$ cat src/shared/tcm_pkg.sv
/*
 * Timer channel constants and types.
 * Assumes an 8-bit port.
 */
`default_nettype none

package tcm_pkg;

    // ********************************************************
    // Widths
    // ********************************************************
    localparam int ADDR_W = 8;
    localparam int DATA_W = 8;
    localparam int CNT_W  = 16;

    // ********************************************************
    // Register offsets
    // ********************************************************
    localparam logic [7:0] OFF_TSC     = 8'h00;
    localparam logic [7:0] OFF_CNT_H   = 8'h01;
    localparam logic [7:0] OFF_CNT_L   = 8'h02;
    localparam logic [7:0] OFF_MOD_H   = 8'h03;
    localparam logic [7:0] OFF_MOD_L   = 8'h04;
    localparam logic [7:0] OFF_CH_BASE = 8'h05;
    localparam logic [7:0] CH_STRIDE   = 8'h03;
    localparam logic [7:0] CH_SUB_SC   = 8'h00;
    localparam logic [7:0] CH_SUB_VH   = 8'h01;
    localparam logic [7:0] CH_SUB_VL   = 8'h02;

    // ********************************************************
    // Field positions
    // ********************************************************
    localparam int TSC_FLAG_BIT = 7;
    localparam int TSC_CPWM_BIT = 5;
    localparam int TSC_RUN_BIT  = 3;
    localparam int CSC_FLAG_BIT = 7;
    localparam int CSC_MS_LSB   = 4;
    localparam int CSC_EL_LSB   = 2;

    // ********************************************************
    // Reset values and field codes
    // ********************************************************
    localparam logic [15:0] CNT_RST = 16'h0000;
    localparam logic [15:0] MOD_RST = 16'h0000;
    localparam logic [15:0] VAL_RST = 16'h0000;
    localparam logic [1:0]  EL_OFF  = 2'h0;
    localparam logic [1:0]  EL_RISE = 2'h1;
    localparam logic [1:0]  EL_FALL = 2'h2;
    localparam logic [1:0]  EL_BOTH = 2'h3;
    localparam logic [1:0]  MS_CAP  = 2'h0;
    localparam logic [1:0]  MS_CMP  = 2'h1;

    // ********************************************************
    // Types
    // ********************************************************
    typedef enum logic [2:0] {
        TCM_OFF  = 3'b000,
        TCM_CAP  = 3'b001,
        TCM_CMP  = 3'b011,
        TCM_EPWM = 3'b010,
        TCM_CPWM = 3'b110
    } tcm_mode_e;

    typedef struct packed {
        logic       wr;
        logic       rd;
        logic [7:0] addr;
        logic [7:0] wdata;
    } tcm_bus_req_s;

    typedef struct packed {
        logic [1:0] channel_mode_field;
        logic [1:0] edge_level_field;
    } tcm_ch_cfg_s;

    // Center select wins; high mode bit picks edge PWM
    function automatic tcm_mode_e tcm_decode(input logic cpwm, input tcm_ch_cfg_s cfg);
        tcm_mode_e m;
        m = TCM_OFF;
        if (cpwm) begin
            m = TCM_CPWM;
        end else if (cfg.channel_mode_field[1]) begin
            m = TCM_EPWM;
        end else if (cfg.channel_mode_field == MS_CAP) begin
            m = TCM_CAP;
        end else begin
            m = TCM_CMP;
        end
        return m;
    endfunction

endpackage

`default_nettype wire

$ cat src/rtl/tcm_pin_sync.sv
/*
 * Two-flop pin synchroniser with edge pulses.
 * Assumes async pins.
 */
`timescale 1ns/10ps
`default_nettype none

module tcm_pin_sync #(
    parameter int WIDTH = 2
) (
    input  wire logic             core_clk_in,
    input  wire logic             rst_n_in,
    input  wire logic [WIDTH-1:0] pin_in,
    output logic      [WIDTH-1:0] rise_out,
    output logic      [WIDTH-1:0] fall_out
);

    logic [WIDTH-1:0] meta_reg;
    logic [WIDTH-1:0] sync_reg;
    logic [WIDTH-1:0] hist_reg;
    logic [WIDTH-1:0] rise_reg;
    logic [WIDTH-1:0] fall_reg;
    logic [WIDTH-1:0] rise_next;
    logic [WIDTH-1:0] fall_next;

    // Edges never read the first stage
    always_comb begin
        rise_next = sync_reg & ~hist_reg;
        fall_next = ~sync_reg & hist_reg;
    end

    always_ff @(posedge core_clk_in or negedge rst_n_in) begin
        if (!rst_n_in) begin
            meta_reg <= '0;
            sync_reg <= '0;
            hist_reg <= '0;
            rise_reg <= '0;
            fall_reg <= '0;
        end else begin
            meta_reg <= pin_in;
            sync_reg <= meta_reg;
            hist_reg <= sync_reg;
            rise_reg <= rise_next;
            fall_reg <= fall_next;
        end
    end

    assign rise_out = rise_reg;
    assign fall_out = fall_reg;

endmodule

`default_nettype wire

$ cat src/rtl/tcm_timer.sv
/*
 * Timer with counter, modulo and channels.
 * compare and PWM logic behind an 8-bit register port.
 * Assumes one clock, async pins.
 */
`timescale 1ns/10ps
`default_nettype none

// Summary of operation
// RULE1 - Edge/level 00 releases the pin entirely
// RULE2 - Capture mode, 01 captures rising edges
// RULE3 - Capture mode, 10 captures falling edges
// RULE4 - Capture mode, 11 captures both edges
// RULE5 - Compare: 00 flags only, 01 toggles
// RULE6 - Compare with 10 drives pin low
// RULE7 - Compare with 11 drives pin high
// RULE8 - Edge PWM 10: high-true, clear on match
// RULE9 - Edge PWM X1: low-true, set on match
// RULE10 - Center PWM overrides mode; 10 high-true
// RULE11 - Center PWM X1: low-true, set up-match
// RULE12 - Pin stable two clocks before capture
// RULE13 - Software clears flags after reconfiguring
// RULE14 - Capture loads counter into value register
// RULE15 - Value register holds readable compare value
// RULE16 - Value register resets to zero
// RULE17 - Timer and channel register set provided
// RULE18 - Edge PWM value buffered until counter zero
// RULE19 - Center PWM flags both matches
// RULE20 - Mode high bit alone selects edge PWM
module tcm_timer
    import tcm_pkg::*;
#(
    parameter int NUM_CH = 2
) (
    input  wire logic                  core_clk_in,
    input  wire logic                  rst_n_in,
    input  wire tcm_pkg::tcm_bus_req_s bus_req_in,
    output logic [tcm_pkg::DATA_W-1:0] rd_data_out,
    input  wire logic [NUM_CH-1:0]     chan_pin_in,
    output logic [NUM_CH-1:0]          chan_pin_out,
    output logic [NUM_CH-1:0]          chan_pin_oe_out
);

    // ********************************************************
    // Timer state
    // ********************************************************
    logic [15:0] cnt_reg;
    logic [15:0] cnt_next;
    logic [15:0] mod_reg;
    logic [15:0] mod_next;
    logic [7:0]  mod_hi_reg;
    logic [7:0]  mod_hi_next;
    logic        up_reg;
    logic        up_next;
    logic        run_reg;
    logic        run_next;
    logic        cpwm_reg;
    logic        cpwm_next;
    logic        tof_reg;
    logic        tof_next;
    logic        tof_arm_reg;
    logic        tof_arm_next;
    logic [7:0]  rd_data_reg;
    logic [7:0]  rd_data_next;

    logic [NUM_CH-1:0] rise;
    logic [NUM_CH-1:0] fall;
    logic [7:0]        ch_rd [NUM_CH];
    logic [NUM_CH-1:0] pin_q;
    logic [NUM_CH-1:0] oe_q;

    logic wr_tsc;
    logic rd_tsc;
    logic at_zero;

    assign wr_tsc  = bus_req_in.wr && (bus_req_in.addr == OFF_TSC);
    assign rd_tsc  = bus_req_in.rd && (bus_req_in.addr == OFF_TSC);
    assign at_zero = run_reg && (cnt_reg == 16'h0000);

    // RULE12 pin synchroniser
    // Moving pin may flag early
    tcm_pin_sync #(
        .WIDTH (NUM_CH)
    ) u_sync (
        .core_clk_in (core_clk_in),
        .rst_n_in    (rst_n_in),
        .pin_in      (chan_pin_in),
        .rise_out    (rise),
        .fall_out    (fall)
    );

    // ********************************************************
    // Counter and timer status/control
    // ********************************************************
    always_comb begin
        cnt_next     = cnt_reg;
        up_next      = up_reg;
        mod_next     = mod_reg;
        mod_hi_next  = mod_hi_reg;
        run_next     = run_reg;
        cpwm_next    = cpwm_reg;
        tof_next     = tof_reg;
        tof_arm_next = tof_arm_reg;
        if (run_reg) begin
            if (cpwm_reg) begin
                // Zero modulo parks the counter
                if (mod_reg == 16'h0000) begin
                    cnt_next = 16'h0000;
                end else if (up_reg) begin
                    if (cnt_reg >= mod_reg) begin
                        up_next  = 1'b0;
                        cnt_next = cnt_reg - 16'h0001;
                    end else begin
                        cnt_next = cnt_reg + 16'h0001;
                    end
                end else if (cnt_reg == 16'h0000) begin
                    up_next  = 1'b1;
                    cnt_next = 16'h0001;
                    tof_next = 1'b1;
                end else begin
                    cnt_next = cnt_reg - 16'h0001;
                end
            end else begin
                if ((cnt_reg == mod_reg && mod_reg != 16'h0000) || cnt_reg == 16'hFFFF) begin
                    cnt_next = 16'h0000;
                    tof_next = 1'b1;
                end else begin
                    cnt_next = cnt_reg + 16'h0001;
                end
            end
        end
        // RULE17 timer registers
        if (wr_tsc) begin
            cpwm_next    = bus_req_in.wdata[TSC_CPWM_BIT];
            run_next     = bus_req_in.wdata[TSC_RUN_BIT];
            tof_arm_next = 1'b0;
            if (tof_arm_reg && !bus_req_in.wdata[TSC_FLAG_BIT]) begin
                tof_next = 1'b0;
            end
        end
        if (rd_tsc && tof_reg) begin
            tof_arm_next = 1'b1;
        end
        // Up-count overflow set beats clear
        if (run_reg && !cpwm_reg && cnt_next == 16'h0000 && cnt_reg != 16'h0000) begin
            tof_next = 1'b1;
        end
        if (bus_req_in.wr && (bus_req_in.addr == OFF_CNT_H || bus_req_in.addr == OFF_CNT_L)) begin
            cnt_next = CNT_RST;
            up_next  = 1'b1;
        end
        // High byte waits for low: coherent update
        if (bus_req_in.wr && bus_req_in.addr == OFF_MOD_H) begin
            mod_hi_next = bus_req_in.wdata;
        end
        if (bus_req_in.wr && bus_req_in.addr == OFF_MOD_L) begin
            mod_next = {mod_hi_reg, bus_req_in.wdata};
        end
    end

    always_ff @(posedge core_clk_in or negedge rst_n_in) begin
        if (!rst_n_in) begin
            cnt_reg     <= CNT_RST;
            mod_reg     <= MOD_RST;
            mod_hi_reg  <= 8'h00;
            up_reg      <= 1'b1;
            run_reg     <= 1'b0;
            cpwm_reg    <= 1'b0;
            tof_reg     <= 1'b0;
            tof_arm_reg <= 1'b0;
        end else begin
            cnt_reg     <= cnt_next;
            mod_reg     <= mod_next;
            mod_hi_reg  <= mod_hi_next;
            up_reg      <= up_next;
            run_reg     <= run_next;
            cpwm_reg    <= cpwm_next;
            tof_reg     <= tof_next;
            tof_arm_reg <= tof_arm_next;
        end
    end

    // ********************************************************
    // Channels
    // ********************************************************
    for (genvar i = 0; i < NUM_CH; i++) begin : gen_ch
        localparam logic [7:0] CH_OFF = 8'(OFF_CH_BASE + CH_STRIDE * i);

        tcm_ch_cfg_s cfg_reg;
        tcm_ch_cfg_s cfg_next;
        logic [15:0] val_reg;
        logic [15:0] val_next;
        logic [15:0] buf_reg;
        logic [15:0] buf_next;
        logic        hi_reg;
        logic        hi_next;
        logic        lo_reg;
        logic        lo_next;
        logic        flag_reg;
        logic        flag_next;
        logic        arm_reg;
        logic        arm_next;
        logic        pin_reg;
        logic        pin_next;
        logic        oe_reg;
        logic        oe_next;
        tcm_mode_e   mode;
        logic        match;
        logic        edge_hit;
        logic        pwm;

        always_comb begin
            cfg_next  = cfg_reg;
            val_next  = val_reg;
            buf_next  = buf_reg;
            hi_next   = hi_reg;
            lo_next   = lo_reg;
            flag_next = flag_reg;
            arm_next  = arm_reg;
            pin_next  = pin_reg;
            oe_next   = 1'b0;
            // RULE20 mode decode
            mode  = tcm_decode(cpwm_reg, cfg_reg);
            pwm   = (mode == TCM_EPWM) || (mode == TCM_CPWM);
            match = run_reg && (cnt_reg == val_reg);
            // RULE2 rising edge select
            // RULE3 falling edge select
            // RULE4 both edge select
            edge_hit = (rise[i] && cfg_reg.edge_level_field[0])
                     || (fall[i] && cfg_reg.edge_level_field[1]);

            // RULE18 buffered value transfer
            if (hi_reg && lo_reg && (!pwm || at_zero)) begin
                val_next = buf_reg;
                hi_next  = 1'b0;
                lo_next  = 1'b0;
            end

            // RULE13 two-step flag clear
            if (bus_req_in.wr && bus_req_in.addr == CH_OFF + CH_SUB_SC) begin
                cfg_next.channel_mode_field = bus_req_in.wdata[CSC_MS_LSB +: 2];
                cfg_next.edge_level_field   = bus_req_in.wdata[CSC_EL_LSB +: 2];
                arm_next = 1'b0;
                if (arm_reg && !bus_req_in.wdata[CSC_FLAG_BIT]) begin
                    flag_next = 1'b0;
                end
            end
            if (bus_req_in.rd && bus_req_in.addr == CH_OFF + CH_SUB_SC && flag_reg) begin
                arm_next = 1'b1;
            end
            // RULE15 compare value written by software
            if (bus_req_in.wr && bus_req_in.addr == CH_OFF + CH_SUB_VH) begin
                buf_next[15:8] = bus_req_in.wdata;
                hi_next        = 1'b1;
            end
            if (bus_req_in.wr && bus_req_in.addr == CH_OFF + CH_SUB_VL) begin
                buf_next[7:0] = bus_req_in.wdata;
                lo_next       = 1'b1;
            end

            // Events last: set beats clear
            unique case (mode)
                TCM_CAP: begin
                    // RULE14 capture counter on edge
                    if (edge_hit) begin
                        val_next  = cnt_reg;
                        flag_next = 1'b1;
                    end
                end
                TCM_CMP: begin
                    // RULE5 flag and toggle
                    // RULE6 clear on match
                    // RULE7 set on match
                    oe_next = (cfg_reg.edge_level_field != EL_OFF);
                    if (match) begin
                        flag_next = 1'b1;
                        unique case (cfg_reg.edge_level_field)
                            EL_OFF:  pin_next = pin_reg;
                            EL_RISE: pin_next = ~pin_reg;
                            EL_FALL: pin_next = 1'b0;
                            EL_BOTH: pin_next = 1'b1;
                        endcase
                    end
                end
                TCM_EPWM: begin
                    // RULE8 high-true edge PWM
                    // RULE9 low-true edge PWM
                    oe_next = (cfg_reg.edge_level_field != EL_OFF);
                    if (at_zero) begin
                        pin_next = ~cfg_reg.edge_level_field[0];
                    end
                    // Match last: zero value gives 0%
                    if (match) begin
                        pin_next  = cfg_reg.edge_level_field[0];
                        flag_next = 1'b1;
                    end
                end
                TCM_CPWM: begin
                    // RULE10 high-true center PWM
                    // RULE11 low-true center PWM
                    // RULE19 flag at both matches
                    oe_next = (cfg_reg.edge_level_field != EL_OFF);
                    if (match) begin
                        pin_next  = up_reg ? cfg_reg.edge_level_field[0]
                                           : ~cfg_reg.edge_level_field[0];
                        flag_next = 1'b1;
                    end
                    // Zero or negative value never reaches the active level
                    if (val_reg == 16'h0000 || val_reg[15]) begin
                        pin_next = cfg_reg.edge_level_field[0];
                    end
                end
                default: begin
                    oe_next = 1'b0;
                end
            endcase

            // RULE1 pin released
            if (cfg_reg.edge_level_field == EL_OFF) begin
                oe_next = 1'b0;
            end
        end

        always_ff @(posedge core_clk_in or negedge rst_n_in) begin
            if (!rst_n_in) begin
                cfg_reg  <= '0;
                // RULE16 value cleared by reset
                val_reg  <= VAL_RST;
                buf_reg  <= VAL_RST;
                hi_reg   <= 1'b0;
                lo_reg   <= 1'b0;
                flag_reg <= 1'b0;
                arm_reg  <= 1'b0;
                pin_reg  <= 1'b0;
                oe_reg   <= 1'b0;
            end else begin
                cfg_reg  <= cfg_next;
                val_reg  <= val_next;
                buf_reg  <= buf_next;
                hi_reg   <= hi_next;
                lo_reg   <= lo_next;
                flag_reg <= flag_next;
                arm_reg  <= arm_next;
                pin_reg  <= pin_next;
                oe_reg   <= oe_next;
            end
        end

        // RULE17 channel read data
        always_comb begin
            ch_rd[i] = 8'h00;
            if (bus_req_in.addr == CH_OFF + CH_SUB_SC) begin
                ch_rd[i] = {flag_reg, 1'b0, cfg_reg.channel_mode_field,
                            cfg_reg.edge_level_field, 2'h0};
            end else if (bus_req_in.addr == CH_OFF + CH_SUB_VH) begin
                ch_rd[i] = val_reg[15:8];
            end else if (bus_req_in.addr == CH_OFF + CH_SUB_VL) begin
                ch_rd[i] = val_reg[7:0];
            end
        end

        assign pin_q[i] = pin_reg;
        assign oe_q[i]  = oe_reg;
    end

    // ********************************************************
    // Read port
    // ********************************************************
    always_comb begin
        rd_data_next = 8'h00;
        if (bus_req_in.rd) begin
            unique case (bus_req_in.addr)
                OFF_TSC:   rd_data_next = {tof_reg, 1'b0, cpwm_reg, 1'b0, run_reg, 3'h0};
                OFF_CNT_H: rd_data_next = cnt_reg[15:8];
                OFF_CNT_L: rd_data_next = cnt_reg[7:0];
                OFF_MOD_H: rd_data_next = mod_reg[15:8];
                OFF_MOD_L: rd_data_next = mod_reg[7:0];
                default: begin
                    for (int k = 0; k < NUM_CH; k++) begin
                        rd_data_next = rd_data_next | ch_rd[k];
                    end
                end
            endcase
        end
    end

    always_ff @(posedge core_clk_in or negedge rst_n_in) begin
        if (!rst_n_in) begin
            rd_data_reg <= 8'h00;
        end else begin
            rd_data_reg <= rd_data_next;
        end
    end

    assign rd_data_out     = rd_data_reg;
    assign chan_pin_out    = pin_q;
    assign chan_pin_oe_out = oe_q;

endmodule

`default_nettype wire

$ cat config.mk
export PLATFORM = sky130hd
export DESIGN_NAME = tcm_timer
export DESIGN_NICKNAME = d
export VERILOG_FILES = /design/src/shared/tcm_pkg.sv /design/src/rtl/tcm_pin_sync.sv /design/src/rtl/tcm_timer.sv
export SDC_FILE = /design/constraint.sdc
export NUM_CORES = 1
export LEC_CHECK = 0
export BUFFER_PORTS_ARGS = -buffer_cell sky130_fd_sc_hd__buf_2
export CORE_ASPECT_RATIO = 0.75
export CORE_MARGIN = 2
export CORE_UTILIZATION = 63
export DETAILED_ROUTE_END_ITERATION = 16
export MAX_ROUTING_LAYER = met4
export PLACE_DENSITY = 0.91
export SKIP_LAST_GASP = 1
export SYNTH_ARGS = -nofsm -noshare
export SYNTH_HDL_FRONTEND = slang
export SYNTH_HIERARCHICAL = 1
export SYNTH_SLANG_ARGS = --single-unit
$ cat constraint.sdc
create_clock -name core_clk_in -period 3.69 [get_ports core_clk_in]
set_clock_uncertainty 0.2 [all_clocks]
set_input_delay 0.1845 -clock core_clk_in [delete_from_list [all_inputs] [get_ports core_clk_in]]
set_output_delay 0.1845 -clock core_clk_in [all_outputs]
set_load 0.005 [all_outputs]
==> metrics.md <==
| Metric | Value |
|---|---|
| Status | `finished, final reports clean` |
| Adder-Cell Fraction of Synth Area | `under 10%` |
| Initial Util | `64.6%` |
| Compound-cell area share of the yosys netlist | `15.1%` |
| Pleak | `slightly below 0.005 uW` |
| Yosys Warn Count | `6` |
| Mux cell area share after synthesis | `14.5%` |
| CP Capture Type | `flop` |
| Synthesized Nets | `960` |
| Least-Margin Pin Slew | `0.947 ns` |
| Initial antenna violation count | `2` |
| Area contributors post-synth | `dfrtp_1 (41%), mux2_2 (9.0%), mux2i_1 (4.7%)` |
| Detail Route Antenna Nets | `0` |
| Critical-path top delay cell | `nor4_2` |
| Core ar. | `13700 um^2` |
| Clock slew at reported path FFs | `0.07 ns` |
| Placed inst area | `between 9000 and 10000 um^2` |
| TritonCTS Buffers | `17` |
| Most used DFF post-synth | `dfrtp_1` |
| Fillers | `920` |
| Simple-gate share of the synthesized area | `17.2%` |
| Grt total ovfl | `0` |
| RSZ-0062 raised after global routing | `no` |
| Layout Cells excl Fill | `1147` |
| Commonest cells after routing, fill and taps aside | `dfrtp_1 (146), nand2_1 (83), mux2_2 (71)` |
| CP Launch Type | `flop` |
| Final routed wire length divided by cell count | `26.0 um` |
| Share of cells above drive strength 1 | `22.4%` |
| First-pass GRT wire length | `45800 um` |
| Worst EP required | `3.82 ns` |
| Min cycle time layout | `3.63 ns` |
| HP Class | `in -> reg` |
| Placed cell count | `about 1100` |
| Final setup fails | `0` |
| CTS tree | `done` |
| DPL Wire Length | `20200 um` |
| Clk_lat worst skew | `0.43 ns` |
| Arrival @ worst endpoint | `3.76 ns` |
| Clock Sinks | `147` |
| Final worst path period share | `98.3%` |
| Yosys reg bits | `around 150` |
| Post-synthesis xor/xnor area fraction | `4.26%` |
| Worst flop-to-flop path endpoint | `tof_reg` |
| Post-synth EDFFs | `0` |
| Setup TNS | `0 ns` |
| IO Pins | `34` |
| Leading area contributor after synthesis | `dfrtp_1` |
| GPL Wtd Cong | `1.04` |
| Number of remaining DRC errors | `0` |
| Max Cap Viol | `0` |
| Mapped Area | `~8900 um^2` |
| Cell count after synthesis | `approximately 920` |
| Vias in the first global route | `7881` |
| Hold path cells | `3` |
| IR drop worst, VDD | `just under 0.0005 V` |
| Final worst slack | `0.0634 ns` |
| Final hold violations | `0` |
| Input/output buffers | `33` |
| Seq/Total Area, Yosys | `41.6%` |
| Clk root buf | `clkbuf_16` |
| Reg2reg start | `cnt_reg[14]` |
| Die area | `15000 um^2` |
| Area Growth Syn to Fin | `12.9%` |
| Hold wc startpoint | `bus_req_in[11]` |
| Chip Width | `around 140 um` |
| Syn_area_per_cell | `9.63 um^2` |
| Slew HR | `36.7%` |
| Final wirelength | `between 20000 and 30000 um` |
| Vias | `about 8000` |
| Worst path cell trace | `buf_4 > nor4_2 > nand4_2 > o21a_1 > and2_4 > a32oi_1 > o211a_1 > o21ai_1 > or4_1 > o31ai_1` |
| Async set-reset flop share out of synthesis | `100%` |
| Most common cell after layout, fill and taps aside | `dfrtp_1` |
| Top achievable clock speed | `276 MHz` |
| Critical path type | `reg -> reg` |
| Worst slack, placed | `0.176 ns` |
| FF-to-FF setup slack | `about 0.063 ns` |
| Max incr delay on CP | `0.58 ns` |
| Critical Path Fanout Max | `8` |
| Final Instance Area | `9990 um^2` |
| Main combinational cell family by area after synthesis | `simple AND/OR/NAND/NOR gates` |
| PD cells | `735 nW/um^2` |
| Initial DRC Count | `1230` |
| Reg2reg path depth | `10` |
| Die Y | `107 um` |
| Clock buffer depth | `2` |
| Vias per inst | `7.00` |
| Total GRT Usage | `around 43%` |
| Largest net degree at the start of global routing | `91` |
| Max Slew Vio Count | `0` |
| Worst Hold Path EP | `gen_ch[1].arm_reg` |
| Core Rows | `37` |
| Htree depth | `4` |
| Synth unique cells | `85` |
| Drt pass-1 iters | `8` |
| Synth top area share | `41.3%` |
| Final nets | `998` |
[repair_timing]
item / 4_1_cts / 5_1_grt
setup buffers: 0 / 0
gates resized for setup: 0 / 5
endpoints found under the hold margin: 121 / 0
hold buffers: 9 / 0
setup endpoints to repair: 0 / 1
[through the flow]
| stage | util [%] | hold slack (ns) | power [uW] |
|---|---|---|---|
| 2_1_floorplan | - | -0.311 | 4270 |
| 4_1_cts | 72.7 | 0.00101 | 7090 |
| 6_report | 72.9 | 0.0221 | 7350 |
| 3_3_place_gp | 67.9 | 0.0934 | 5330 |
| 5_1_grt | 72.9 | 0.0317 | 7640 |
| 3_5_place_dp | 67.9 | 0.0949 | 5390 |
[report_power, final]
part / internal, uW / switching, uW / leakage, uW
Sequential: 1780 / 192 / 0.00198
Clock: 918 / 768 / 0.000269
Combinational: 1340 / 2350 / 0.00259
[final cells by class]
class	count	area, um^2	share of cell area, %
flip-flops and latches	147	3680	36.8
multi-input cells	675	4790	48.0
clock buffers	19	453	4.53
inverters	31	116	1.16
well taps	175	219	2.19
repair buffers	85	609	6.10
clock inverters	13	116	1.16
diodes	2	5.00	0.0501
[layer usage]
metal | track usage (%) | vias up | part of all wire [%]
met5 | - | - | 0
met1 | 54.3 | 3842 | 37
met4 | 16.4 | 0 | 4.2
li1 | - | 3427 | -
met3 | 19.4 | 130 | 16
met2 | 59.5 | 629 | 42
[synth_stat cells (8+ instances only)]
cell type    n
buf_1        9
clkbuf_1    43
a22oi_1     10
inv_1       30
o21ai_1      8
nand3_1     21
ha_1        19
a21oi_1     36
dfrtp_1    146
mux2i_1     42
and3_1       8
o22ai_1     10
a31oi_1     15
nand2_1     83
mux2_2      71
nor2_1      62
nor3_1      21
nor4_1      26
xor2_1      36
o21ai_0     68
nand4_1     12
[worst max path at each step]
stage | end | cells after the start | start | slack (ns)
3_5_place_dp | tof_reg | 10 | cnt_reg[14] | 0.18
5_1_grt | tof_reg | 10 | cnt_reg[14] | 0.01
2_1_floorplan | tof_reg | 11 | cnt_reg[0] | 0.42
3_3_place_gp | tof_reg | 10 | cnt_reg[14] | 0.21
4_1_cts | tof_reg | 10 | cnt_reg[14] | 0.15
6_report | tof_reg | 10 | cnt_reg[14] | 0.06
[logic make-up after synthesis]
family                     count (synthesis)
DFF                                      147
adders and majority gates                 19
buffers and inverters                     97
muxes                                    116
AOI/OAI and AO/OA                        207
and+or+nand+nor                          290
xor gates and xnor gates                  43
[critical path: cells and delay by family, from the launching register on]
family	cells	cell delay (ns)
compound gates	5	1.13
buf+inv	1	0.18
flops	1	0.44
simple gates	4	1.57
Power figures use the tool's default switching activity.
